===== config.mk =====
export PLATFORM = sky130hd
export DESIGN_NAME = flash_disk_host_pin_config
export DESIGN_NICKNAME = d
export VERILOG_FILES = /design/src/flash_pin_pkg.sv /design/src/flash_disk_host_pin_config.sv
export VERILOG_INCLUDE_DIRS = /design/src /design/src/src
export SDC_FILE = /design/constraint.sdc
export NUM_CORES = 1
export LEC_CHECK = 0
export BUFFER_PORTS_ARGS = -buffer_cell sky130_fd_sc_hd__buf_4
export CAP_MARGIN = 20
export CORE_MARGIN = 3
export CORE_UTILIZATION = 58
export CTS_CLUSTER_SIZE = 14
export DETAILED_ROUTE_END_ITERATION = 16
export PLACE_DENSITY = 0.84
export SLEW_MARGIN = 20
export SYNTH_ARGS = -nofsm -noshare
export SYNTH_HDL_FRONTEND = slang
export SYNTH_SLANG_ARGS = --single-unit
export TNS_END_PERCENT = 50

===== constraint.sdc =====
create_clock -name core_clk -period 4.5 [get_ports core_clk]
set_input_delay 0.45 -clock core_clk [delete_from_list [all_inputs] [get_ports core_clk]]
set_output_delay 0.45 -clock core_clk [all_outputs]
set_load 0.05 [all_outputs]

===== src/flash_pin_params.svh =====
`ifndef FLASH_PIN_PARAMS_SVH
`define FLASH_PIN_PARAMS_SVH

// ----------------------------------------
// clock and timing
// ----------------------------------------
`define FP_CLK_PERIOD_PS 5000
`define FP_INIT_NS       1000
`define FP_INIT_CYCLES \
    ((`FP_INIT_NS * 1000 + `FP_CLK_PERIOD_PS - 1) / `FP_CLK_PERIOD_PS)

// ----------------------------------------
// register offsets (byte addresses)
// ----------------------------------------
`define FP_ADDR_W        8
`define FP_OFS_CTRL      8'h00
`define FP_OFS_STATUS    8'h04
`define FP_OFS_HOST_DATA 8'h08
`define FP_OFS_HOST_ADDR 8'h0c
`define FP_OFS_READBACK  8'h10

// ----------------------------------------
// control fields
// ----------------------------------------
`define FP_CTRL_DMA      0
`define FP_CTRL_IRQ      1
`define FP_CTRL_PROT_LO  2
`define FP_CTRL_PROT_HI  3

// ----------------------------------------
// status fields
// ----------------------------------------
`define FP_ST_BUSY       0
`define FP_ST_WIDE       1
`define FP_ST_POS_LO     2
`define FP_ST_POS_HI     3
`define FP_ST_LOCK       4
`define FP_ST_SLEEP      5
`define FP_ST_PROT_HIT   6

// ----------------------------------------
// host address decode
// ----------------------------------------
`define FP_POS_HI        12
`define FP_POS_LO        11
`define FP_PART_BIT      10

`endif


===== src/flash_pin_pkg.sv =====
package flash_pin_pkg;

    // gray codes along init -> ready -> sleep
    typedef enum logic [1:0]
    {
        ST_INIT  = 2'b00,
        ST_READY = 2'b01,
        ST_SLEEP = 2'b11
    } link_state_type;

endpackage


===== src/flash_disk_host_pin_config.sv =====
// Local design decisions: the register offsets and the plain strobed port.
`timescale 1ns/1ps
`include "flash_pin_params.svh"

module flash_disk_host_pin_config
    import flash_pin_pkg::*;
#(
    parameter int INIT_CYCLES = `FP_INIT_CYCLES
)
(
    input  wire logic                  core_clk,
    input  wire logic                  rst_n,
    input  wire logic [12:1]           host_addr,
    input  wire logic [15:0]           host_data_in,
    output logic      [15:0]           host_data_out,
    output logic                       host_data_lo_oe,
    output logic                       host_data_hi_oe,
    input  wire logic                  chip_enable_n,
    input  wire logic                  read_strobe_n,
    input  wire logic                  write_strobe_n,
    input  wire logic                  deep_sleep_in,
    input  wire logic                  strap_width,
    input  wire logic [1:0]            cascade_position_strap,
    input  wire logic                  lock_n,
    output logic                       busy_n_out,
    output logic                       busy_n_oe,
    output logic                       dma_request_n_out,
    output logic                       dma_request_n_oe,
    output logic                       irq_n_out,
    output logic                       irq_n_oe,
    input  wire logic [`FP_ADDR_W-1:0] reg_addr,
    input  wire logic [31:0]           reg_wdata,
    input  wire logic                  reg_write,
    input  wire logic                  reg_read,
    output logic      [31:0]           reg_rdata
);

    // ----------------------------------------
    // pin synchronisers
    // ----------------------------------------
    localparam int PIN_W = 36;
    // idle levels, so no false strobe edge or lock follows reset
    localparam logic [PIN_W-1:0] PIN_IDLE = {5'b11101, 31'h0};

    logic [PIN_W-1:0] pin_meta;
    logic [PIN_W-1:0] pin_sync;
    wire  [PIN_W-1:0] pin_raw;

    assign pin_raw = {chip_enable_n, read_strobe_n, write_strobe_n,
                      deep_sleep_in, lock_n, strap_width,
                      cascade_position_strap, host_addr, host_data_in};

    always_ff @(posedge core_clk or negedge rst_n)
    begin
        if (!rst_n)
        begin
            pin_meta <= PIN_IDLE;
            pin_sync <= PIN_IDLE;
        end
        else
        begin
            pin_meta <= pin_raw;
            pin_sync <= pin_meta;
        end
    end

    wire        s_ce_n;
    wire        s_oe_n;
    wire        s_we_n;
    wire        s_sleep;
    wire        s_lock_n;
    wire        s_width;
    wire [1:0]  s_pos;
    wire [12:1] s_addr;
    wire [15:0] s_data;

    assign {s_ce_n, s_oe_n, s_we_n, s_sleep, s_lock_n, s_width,
            s_pos, s_addr, s_data} = pin_sync;

    // ----------------------------------------
    // state and init timer
    // ----------------------------------------
    link_state_type state;
    link_state_type next_state;
    logic [15:0]    init_cnt;
    logic           wide16;
    logic [1:0]     position;

    wire init_done = init_cnt == 16'(INIT_CYCLES - 1);

    always_comb
    begin
        next_state = state;
        unique case (state)
            ST_INIT:  if (init_done) next_state = ST_READY;
            // in narrow mode the pin is an address line, never a sleep
            ST_READY: if (wide16 && s_sleep) next_state = ST_SLEEP;
            ST_SLEEP: if (!s_sleep) next_state = ST_READY;
            default:  next_state = ST_INIT;
        endcase
    end

    always_ff @(posedge core_clk or negedge rst_n)
    begin
        if (!rst_n)
        begin
            state    <= ST_INIT;
            init_cnt <= '0;
        end
        else
        begin
            state    <= next_state;
            init_cnt <= (state == ST_INIT) ? init_cnt + 16'h0001 : '0;
        end
    end

    // straps are followed during init and frozen once ready
    always_ff @(posedge core_clk or negedge rst_n)
    begin
        if (!rst_n)
        begin
            wide16   <= 1'b0;
            position <= 2'h0;
        end
        else if (state == ST_INIT)
        begin
            wide16   <= s_width;
            position <= s_pos;
        end
    end

    // ----------------------------------------
    // host cycle decode
    // ----------------------------------------
    logic [1:0]  protect_mask;
    logic [15:0] readback;
    logic        we_prev;

    wire in_window = s_addr[`FP_POS_HI:`FP_POS_LO] == position;
    wire selected  = !s_ce_n && state == ST_READY && in_window;
    wire lock_on   = !s_lock_n;
    wire protected_hit = lock_on && protect_mask[s_addr[`FP_PART_BIT]];
    wire rd_active = selected && !s_oe_n;
    wire wr_end    = selected && s_we_n && !we_prev;
    wire host_write_event = wr_end && !protected_hit;
    wire prot_event = protected_hit && (wr_end || rd_active);
    wire byte_a0   = s_sleep;
    wire [15:0] in_word = wide16 ? s_data : {8'h00, s_data[7:0]};
    wire [15:0] narrow_out = byte_a0 ? {8'h00, readback[15:8]}
                                     : {8'h00, readback[7:0]};
    wire [15:0] next_data_out = protected_hit ? 16'h0000
                              : (wide16 ? readback : narrow_out);
    wire [12:0] host_word_addr = wide16 ? {s_addr, 1'b0}
                                        : {s_addr, byte_a0};

    // ----------------------------------------
    // host data path
    // ----------------------------------------
    logic [15:0] host_wdata;
    logic [12:0] host_waddr;

    always_ff @(posedge core_clk or negedge rst_n)
    begin
        if (!rst_n)
        begin
            we_prev         <= 1'b1;
            host_data_out   <= '0;
            host_data_lo_oe <= 1'b0;
            host_data_hi_oe <= 1'b0;
        end
        else
        begin
            we_prev         <= s_we_n;
            host_data_out   <= next_data_out;
            host_data_lo_oe <= rd_active;
            host_data_hi_oe <= rd_active && wide16;
        end
    end

    always_ff @(posedge core_clk or negedge rst_n)
    begin
        if (!rst_n)
        begin
            host_wdata <= '0;
            host_waddr <= '0;
        end
        else if (host_write_event)
        begin
            host_wdata <= in_word;
            host_waddr <= host_word_addr;
        end
    end

    // ----------------------------------------
    // open-drain status lines
    // ----------------------------------------
    logic [31:0] ctrl;

    // pins are only ever pulled low; the enable alone carries the state
    assign busy_n_out        = 1'b0;
    assign dma_request_n_out = 1'b0;
    assign irq_n_out         = 1'b0;

    always_ff @(posedge core_clk or negedge rst_n)
    begin
        if (!rst_n)
        begin
            busy_n_oe        <= 1'b0;
            dma_request_n_oe <= 1'b0;
            irq_n_oe         <= 1'b0;
        end
        else
        begin
            busy_n_oe        <= next_state == ST_INIT;
            dma_request_n_oe <= ctrl[`FP_CTRL_DMA];
            irq_n_oe         <= ctrl[`FP_CTRL_IRQ];
        end
    end

    // ----------------------------------------
    // software registers
    // ----------------------------------------
    logic prot_hit_flag;

    wire wr_ctrl   = reg_write && reg_addr == `FP_OFS_CTRL;
    wire wr_status = reg_write && reg_addr == `FP_OFS_STATUS;
    wire wr_rback  = reg_write && reg_addr == `FP_OFS_READBACK;
    wire clr_prot  = wr_status && reg_wdata[`FP_ST_PROT_HIT];

    assign protect_mask = ctrl[`FP_CTRL_PROT_HI:`FP_CTRL_PROT_LO];

    wire [31:0] status_word = {25'h0, prot_hit_flag,
                               state == ST_SLEEP, lock_on, position,
                               wide16, state == ST_INIT};

    wire [31:0] read_mux =
        reg_addr == `FP_OFS_CTRL      ? ctrl :
        reg_addr == `FP_OFS_STATUS    ? status_word :
        reg_addr == `FP_OFS_HOST_DATA ? {16'h0, host_wdata} :
        reg_addr == `FP_OFS_HOST_ADDR ? {19'h0, host_waddr} :
        reg_addr == `FP_OFS_READBACK  ? {16'h0, readback} : 32'h0;

    always_ff @(posedge core_clk or negedge rst_n)
    begin
        if (!rst_n)
        begin
            ctrl          <= '0;
            readback      <= '0;
            prot_hit_flag <= 1'b0;
            reg_rdata     <= '0;
        end
        else
        begin
            if (wr_ctrl)
                ctrl <= {28'h0, reg_wdata[3:0]};
            if (wr_rback)
                readback <= reg_wdata[15:0];
            // a new hit in the clearing cycle is kept
            prot_hit_flag <= prot_event || (prot_hit_flag && !clr_prot);
            reg_rdata     <= reg_read ? read_mux : 32'h0;
        end
    end
endmodule


### After elaboration in Yosys (flattened, before gate mapping)

Index checks and enable logic that the tools add are counted.
Widths: inputs -> output; s select.

* bits in registers: 181
* latch bits: 0
* bits in writable memories: 0
* ROM bits: 0
* bits of input ports: 80
* memories: 0

* add/subtract/negate cells: 1
* multiply operators: 0
* div/mod/pow operators: 0
* order comparisons: 1
* eq/ne operators: 8
* shift-type cells: 0
* mux-type cells: 18
* bitwise gates (word level): 0
* reduce and logical (&&, ||, !) cells: 26

Operators with widths (number)
* $mux 16: 10
* $add 16x1->16 const B: 1
* $eq 16x8->1 const B: 1
* $eq 8x4->1 const B: 2
* $logic_and 1x1->1: 15
* $eq 8x3->1 const B: 1
* $eq 8x5->1 const B: 1
* $logic_not 8->1: 1
* $mux 8: 1
* $logic_not 1->1: 6
* $mux 2: 3
* $pmux 2 s3: 1
* $logic_not 2->1: 2
* $mux 1: 3
* $eq 2x1->1 const B: 1
* $eq 2x2->1: 1
* $eq 2x2->1 const B: 1
* $logic_or 1x1->1: 2
* $lt 1x2->1 const B: 1

### Longest topological paths before layout

Gate-level depths: netlist of the first run.

* word-level depth: 8
* mapped depth: 7
* gate-level depth less buffers: 5

### Least setup slack after synthesis of the first run

Ideal clock, no wire load.

* path kind: input-to-reg
* from: in reg_addr[5]
* to: reg reg_rdata[6]
* arrival: 1709 ps
* path slack: 2697 ps
* stages on the path: 5
* cell sequence: or4_4 nor3_4 buf_4 a22oi_1 a221oi_2

* cells in the longest elaborated chain, start to end: 7

RTL lines
* from (decl): RTL line flash_disk_host_pin_config.sv:31 `` input wire logic [`FP_ADDR_W-1:0] reg_addr, ``
* $eq 8x5->1 (no source line)
* $mux 16: RTL line flash_disk_host_pin_config.sv:241 `` reg_addr == `FP_OFS_READBACK ? {16'h0, readback} : 32'h0; ``
* $mux 16: RTL line flash_disk_host_pin_config.sv:240 `` reg_addr == `FP_OFS_HOST_ADDR ? {19'h0, host_waddr} : ``
* $mux 16: RTL line flash_disk_host_pin_config.sv:239 `` reg_addr == `FP_OFS_HOST_DATA ? {16'h0, host_wdata} : ``
* $mux 16: RTL line flash_disk_host_pin_config.sv:238 `` reg_addr == `FP_OFS_STATUS ? status_word : ``
* $mux 16 *: RTL line flash_disk_host_pin_config.sv:237 `` reg_addr == `FP_OFS_CTRL ? ctrl : ``
* $mux 16 *: RTL line flash_disk_host_pin_config.sv:260 `reg_rdata <= reg_read ? read_mux : 32'h0;`
* to (signal assigned): RTL line flash_disk_host_pin_config.sv:260
* to (decl): RTL line flash_disk_host_pin_config.sv:35 `output logic [31:0] reg_rdata`

Mark *: on every way between the ends. The rest lies on a longest branch, timed or not.
A chain may end at the register's enable or synchronous reset.

### Worst setup path after layout of the first run

* from: reg pin_sync[25]
* to: reg host_wdata[5]

* cells in the longest elaborated chain, start to end: 5

RTL lines
* from (decl): RTL line flash_disk_host_pin_config.sv:46 `logic [PIN_W-1:0] pin_sync;`
* from (signal assigned): RTL line flash_disk_host_pin_config.sv:63 `pin_sync <= pin_meta;`
* $mux 1 (2 in a row): RTL line flash_disk_host_pin_config.sv:142 `` wire protected_hit = lock_on && protect_mask[s_addr[`FP_PART_BIT]]; ``
* $logic_and 1x1->1: RTL line flash_disk_host_pin_config.sv:142
* $logic_not 1->1: RTL line flash_disk_host_pin_config.sv:145 `wire host_write_event = wr_end && !protected_hit;`
* $logic_and 1x1->1: RTL line flash_disk_host_pin_config.sv:145
* to (signal assigned): RTL line flash_disk_host_pin_config.sv:189 `host_wdata <= in_word;`
* to (decl): RTL line flash_disk_host_pin_config.sv:159 `logic [15:0] host_wdata;`

Every way passes these cells. The select of a mux whose other input is x is not followed.

==> results.cfg, run 1 <==
[status]
status = complete, no violations

[logic_synthesis]
yosysTopAreaCellShare = 0.647
synthTopCellsByCount = dfrtp_1 (172), mux2_2 (39), nand2_1 (38)
synth_area_leader_cell = dfrtp_1
yosys_warnings = 0
yosysMostFrequentCell = dfrtp_1
synth_area_um2 = 6650
async_flop_share = 1.00
synth_edf_count = 0
synth_seq_area_share = 0.683
synthDistinctLibCells = 54
syn_inst = 481
syn_area_per_cell_um2 = 13.8
synth_area_leaders = dfrtp_1 (65%), mux2_2 (6.6%), dfstp_2 (3.6%), buf_4 (2.6%), nand2_1 (2.1%)
ys_seq_elements = 181
synth_flop_cell = dfrtp_1

[clock_tree]
root_buffer = clkbuf_16
cts_sinks = 181
cts_tree = yes
cts_setup_buffers = 0
clk_path_buf_depth = 2
cts_made_buffers = 17
htree_levels = 4
path_clk_slew_ps = 60
insertion_delay_ps = 420
ctsHoldBuffers = 0
cts_resized = 0

[timing]
finalHoldViolCount = 0
finalSetupTns_ps = 0
timing.fmax_mhz = 428
finalSetupViolations = 0
relSlewSlack = 0.392
worst_pin_slew_ps = 912
grt_setup_unrepaired = false
slew_viol_final = 0
fin_crit_ps = 2330
min_period_over_period = 0.519
skew_ps = 6.23

[final_layout]
drive_gt1_frac = 0.337
final_nets = 661
area_growth_pct = 21.1
antenna_cells = 0
final_cells = 733

[placement]
dp_hpwl_um = 9100
globalplace.congestion = 0.894
port_buffers = 100
dp.cells = 701

[worst_setup_path]
path_class = reg -> reg
r2r_start = pin_sync[25]$_DFF_PN0_
r2r_slack_ps = 2170
worst_setup_path_start_kind = flop
critical_path_required_ps = 4800
rr_worst_depth = 4
regToRegEndpoint = host_wdata[5]$_DFFE_PN0P_
cp-end-kind = flop
worstPathArrival_ps = 2640
cp_max_fo = 29

[pwr]
ir_worst_vdd_mv = 0.307
p_leak_nw = 3.91
power.density_nw_per_um2 = 432

[route]
avgViaCountPerCell = 5.76
routedWlPerCell_um = 19.0
dr_total_vias = 4222
first_pass_iters = 5
drc = 0
postRouteAntennaNets = 0
drtIter0Drc = 413
wl_um = 14000

[floorplan]
row_count = 38
ioPinCount = 136
die_x_um = 113
dieArea_um2 = 12800
initial_utilization = 0.603
core_area_um2 = 11000
die_h_um = 113

[min_path]
hold_class = in -> async

[grt]
grtUsageTotal = 0.232
gr-total-overflow = 0
grt_pass1_wl_um = 22500
grt_antenna_before_repair = 0
grt_max_degree = 121
grt_pass1_vias = 4293

[run]
maxCapViolCount = 0
==> critical path, cell delays in order (launching register included) <==
cell and delay, ps:
dfrtp_1 390, mux2i_1 360, nor2_2 190, or3_2 850
mux2_2 410
==> layout by cell type (no fill, tap or decap), types with 8 or more instances in the layout <==
master and count:
nand2_1 38, and3_1 10, nand3_1 13, mux2_2 39
dfrtp_1 172, buf_4 99, a22o_1 8, nor2_1 22
o21ai_0 10, conb_1 19, a22oi_1 10, a21oi_1 17
dfstp_2 9, clkbuf_16 17
==> per-layer routing <==
metal  part of all wire  global-route usage  vias up
met5                  0                   0        -
met4              0.034               0.103        0
met3              0.078              0.0754       45
met2               0.49               0.364      219
met1               0.40               0.300     2099
li1                   -                   -     1859
==> area by class of cell <==
type	instances	area, um^2
repair buffers	101	777
clock inverters	8	146
well taps	140	175
multi-input cells	274	1900
fillers	666	2980
inverters	5	18.8
flip-flops and latches	181	4540
clock buffers	24	492
==> where the power goes <==
part / internal (mW) / total [mW] / switching, mW
sequential: 1.68 / 1.71 / 0.0280
clock: 0.988 / 1.57 / 0.583
combinational: 0.0641 / 0.196 / 0.132
total: 2.73 / 3.48 / 0.744
==> state kept, by name (all words and copies together) (netlist names), 4 cells and up <==
name           count
host_data_out     16
ctrl               4
host_waddr        13
readback          16
pin_sync          36
init_cnt          16
pin_meta          36
host_wdata        16
reg_rdata         16
==> stage by stage <==
step	power, mW	hold WS (ps)	utilization	setup WS (ps)	cell area, um^2
2_1_floorplan	1.84	154	-	2700	6720
3_3_place_gp	1.92	333	0.672	2000	7410
3_5_place_dp	1.93	335	0.672	2010	7410
4_1_cts	3.50	110	0.730	2230	8050
5_1_grt	3.59	105	0.730	2140	8050
6_report	3.48	121	0.730	2170	8050
==> worst max path at each step <==
stage / start / depth (start not counted) / slack (ps) / to
3_5_place_dp: reg_addr[5] / 5 / 2010 / reg_rdata[3]$_DFF_PN0_
3_3_place_gp: pin_sync[25]$_DFF_PN0_ / 4 / 2000 / host_waddr[10]$_DFFE_PN0P_
4_1_cts: pin_sync[25]$_DFF_PN0_ / 4 / 2230 / host_wdata[5]$_DFFE_PN0P_
6_report: pin_sync[25]$_DFF_PN0_ / 4 / 2170 / host_wdata[5]$_DFFE_PN0P_
5_1_grt: pin_sync[25]$_DFF_PN0_ / 4 / 2140 / host_wdata[5]$_DFFE_PN0P_
2_1_floorplan: reg_addr[5] / 5 / 2700 / reg_rdata[6]$_DFF_PN0_
==> cells by family (layout without fill, tap and decap cells) <==
family / after synthesis / after routing / share of synthesized area
simple gates: 126 / 126 / 0.101
compound gates: 72 / 72 / 0.0813
other cells: 1 / 19 / 0.000564
mux: 45 / 45 / 0.0766
xor+xnor: 11 / 11 / 0.0145
flops: 181 / 181 / 0.683
buf+inv: 44 / 138 / 0.0418
fa+ha+maj: 1 / 1 / 0.00188
Power figures use the tool's default switching activity.
==> run 2: changes to the inputs <==
--- a/config.mk
+++ b/config.mk
@@ -6,13 +6,14 @@
 export SDC_FILE = /design/constraint.sdc
 export NUM_CORES = 1
 export LEC_CHECK = 0
+export ABC_AREA = 1
 export BUFFER_PORTS_ARGS = -buffer_cell sky130_fd_sc_hd__buf_4
 export CAP_MARGIN = 20
 export CORE_MARGIN = 3
-export CORE_UTILIZATION = 58
+export CORE_UTILIZATION = 54
 export CTS_CLUSTER_SIZE = 14
 export DETAILED_ROUTE_END_ITERATION = 16
-export PLACE_DENSITY = 0.84
+export PLACE_DENSITY = 0.78
 export SLEW_MARGIN = 20
 export SYNTH_ARGS = -nofsm -noshare
 export SYNTH_HDL_FRONTEND = slang
==> constraint.sdc (replaced) <==
create_clock -name core_clk -period 2.4 [get_ports core_clk]
set_input_delay 0.24 -clock core_clk [delete_from_list [all_inputs] [get_ports core_clk]]
set_output_delay 0.24 -clock core_clk [all_outputs]
set_load 0.05 [all_outputs]
==> run 2 against run 1 <==
Compared with the run above: first-iteration DRC count fell by 13%; clock power rose by 76%; sequential power rose by 88%; non-clock buffer count rose by 54; maximum frequency rose by 34%; largest power group unchanged; critical path depth rose by 2; sequential cell count did not move; global-route usage rose by 0.34 points; routed wire length rose by 13%; total power rose by 87%; clock skew rose by 3.1 ps.
==> results.cfg, run 2 <==
[placement]
globalplace.congestion = 1.00
port_buffers = 100
pre_cts_slack_ps = 634
dp_hpwl_um = 10600
dp.cells = 947

[worst_setup_path]
cp-end-kind = flop
worstPathArrival_ps = 2060
cpMostUsedCell = nand2_1
r2r_start = pin_sync[33]$_DFF_PN1_
cp_max_fo = 21
worst_path_largest_cell_delay_ps = 520
cp_top_family = simple AND/OR/NAND/NOR gates
slowest_stage = dfstp_2
regToRegEndpoint = host_waddr[8]$_DFFE_PN0P_
worst_setup_path_start_kind = flop
rr_worst_depth = 6
critical_path_required_ps = 2710
path_cells = inv_1 -> nor2_1 -> nand3_1 -> buf_4 -> nand2_1 -> nand2_1
critical_path_buf_inv_count = 2
r2r_slack_ps = 650
path_class = reg -> reg

[logic_synthesis]
syn_inst = 685
yosys_warnings = 0
synth_edf_count = 0
yosysTopAreaCellShare = 0.628
synth_area_um2 = 6850
synth_flop_cell = dfrtp_1
yosysMostFrequentCell = dfrtp_1
synthDistinctLibCells = 29
syn_area_per_cell_um2 = 10.0
synth_seq_area_share = 0.663
synth_area_leaders = dfrtp_1 (63%), nand2_1 (8.8%), inv_1 (4.1%), dfstp_2 (3.5%), nand3_1 (3.4%)
async_flop_share = 1.00
ys_seq_elements = 181
synth_area_leader_cell = dfrtp_1
synthTopCellsByCount = dfrtp_1 (172), nand2_1 (160), inv_1 (75)

[final_layout]
fin_util = 0.717
final_common_cell = dfrtp_1
final_cells = 1016
largestRegisters = pin_meta: 36 flops, pin_sync: 36 flops
drive_gt1_frac = 0.198
final_nets = 916
most-common-layout-cells = dfrtp_1 (172), nand2_1 (160), buf_4 (116)
area_growth_pct = 27.8
antenna_cells = 0

[floorplan]
die_h_um = 119
ioPinCount = 136
row_count = 40
initial_utilization = 0.561
core_area_um2 = 12200
dieArea_um2 = 14100
die_x_um = 119

[route]
first_pass_iters = 5
dr_total_vias = 5227
wl_um = 15800
routedWlPerCell_um = 15.5
drtIter0Drc = 359
avgViaCountPerCell = 5.14
drc = 0
postRouteAntennaNets = 0

[grt]
grt_max_degree = 77
grtUsageTotal = 0.236
gr-total-overflow = 0
grt_pass1_vias = 5152
grt_antenna_before_repair = 0
grt_pass1_wl_um = 26000

[clock_tree]
path_clk_slew_ps = 60
cts_sinks = 181
insertion_delay_ps = 430
htree_levels = 4
clk_path_buf_depth = 2
cts_made_buffers = 17
root_buffer = clkbuf_16
cts_tree = yes

[min_path]
min_from = reg_wdata[10]
hold_class = in -> reg
hold_depth = 3
hold-path-endpoint = readback[10]$_DFFE_PN0P_

[pwr]
ir_worst_vdd_mv = 0.725
finalPower_mw = 6.52
p_leak_nw = 4.50
power.density_nw_per_um2 = 744

[timing]
setup_ws_ps = 654
fin_crit_ps = 1750
min_period_over_period = 0.728
relSlewSlack = 0.532
finalSetupTns_ps = 0
grt_setup_unrepaired = false
finalSetupViolations = 0
finalHoldViolCount = 0
skew_ps = 9.32
slew_viol_final = 0
timing.fmax_mhz = 573
worst_pin_slew_ps = 702

[status]
status = complete, no violations

[run]
maxCapViolCount = 0
[run 2: changes by cell type after synthesis, moves of 33 or more]
cell,change
nand2_1,+122
inv_1,+70
mux2_2,-39
nand3_1,+33
o21ai_0,+33
[run 2: cell type report]
cell class                      instances  area [um^2]
Multi-Input combinational cell        402         1840
Clock buffer                           22          474
Clock inverter                         10          123
Tap cell                              168          210
Sequential cell                       181         4540
Timing Repair Buffer                  155         1270
Fill cell                             891         3460
Inverter                               78          293
[run 2: what timing repair did]
| item | in CTS | in global routing |
|---|---|---|
| buffers inserted | 0 | 0 |
| endpoints found under the hold margin | 106 | 0 |
| gates resized for setup | 0 | 0 |
| hold buffers | 37 | 0 |
[run 2: worst max path at each step]
stage / cells after the start / to / start / slack (ps)
final: 6 / host_waddr[8]$_DFFE_PN0P_ / pin_sync[33]$_DFF_PN1_ / 650
after global routing: 8 / host_waddr[8]$_DFFE_PN0P_ / state[0]$_DFF_PN0_ / 540
after CTS: 6 / host_waddr[9]$_DFFE_PN0P_ / pin_sync[33]$_DFF_PN1_ / 660
after detailed placement: 7 / reg_rdata[6]$_DFF_PN0_ / reg_addr[5] / 630
after global placement: 10 / readback[15]$_DFFE_PN0P_ / reg_addr[0] / 710
after floorplan: 8 / init_cnt[14]$_DFF_PN0_ / init_cnt[0]$_DFF_PN0_ / 1000
[run 2: cells by family after synthesis]
kind of cell	count (synthesis)	synth area share
other	1	0.000547
AND/OR/NAND/NOR	303	0.193
buffers and inverters	120	0.0791
adder cells (fa/ha/maj)	1	0.00183
flip-flops	181	0.663
AO/OA/AOI/OAI	76	0.0593
XOR/XNOR	3	0.00384
[run 2: power breakdown]
group	internal, mW	switching (mW)	leakage, nW
sequential	3.17	0.0481	2.20
combinational	0.182	0.350	2.02
clock	1.62	1.14	0.283
total	4.98	1.54	4.50
[run 2: worst min-delay path, stage by stage]
cell and delay, ps:
buf_4 80, nand2_1 40, o21ai_0 60
[run 2: per-layer routing]
layer  GRT usage  vias to the layer above  wire length [um]  part of all wire
li1            -                     2451                 -                 -
met1       0.316                     2518              6660              0.42
met2       0.372                      228              7740              0.49
met3      0.0603                       30              1030             0.065
met4      0.0927                        0               348             0.022
met5           0                        -                 0                 0
[run 2: per-stage QoR]
stage	hold slack, ps	instance area (um^2)
floorplan	-55.6	6920
global placement	300	7790
detailed placement	311	7790
CTS	11.6	8750
global route	28.2	8750
finish	24.9	8750
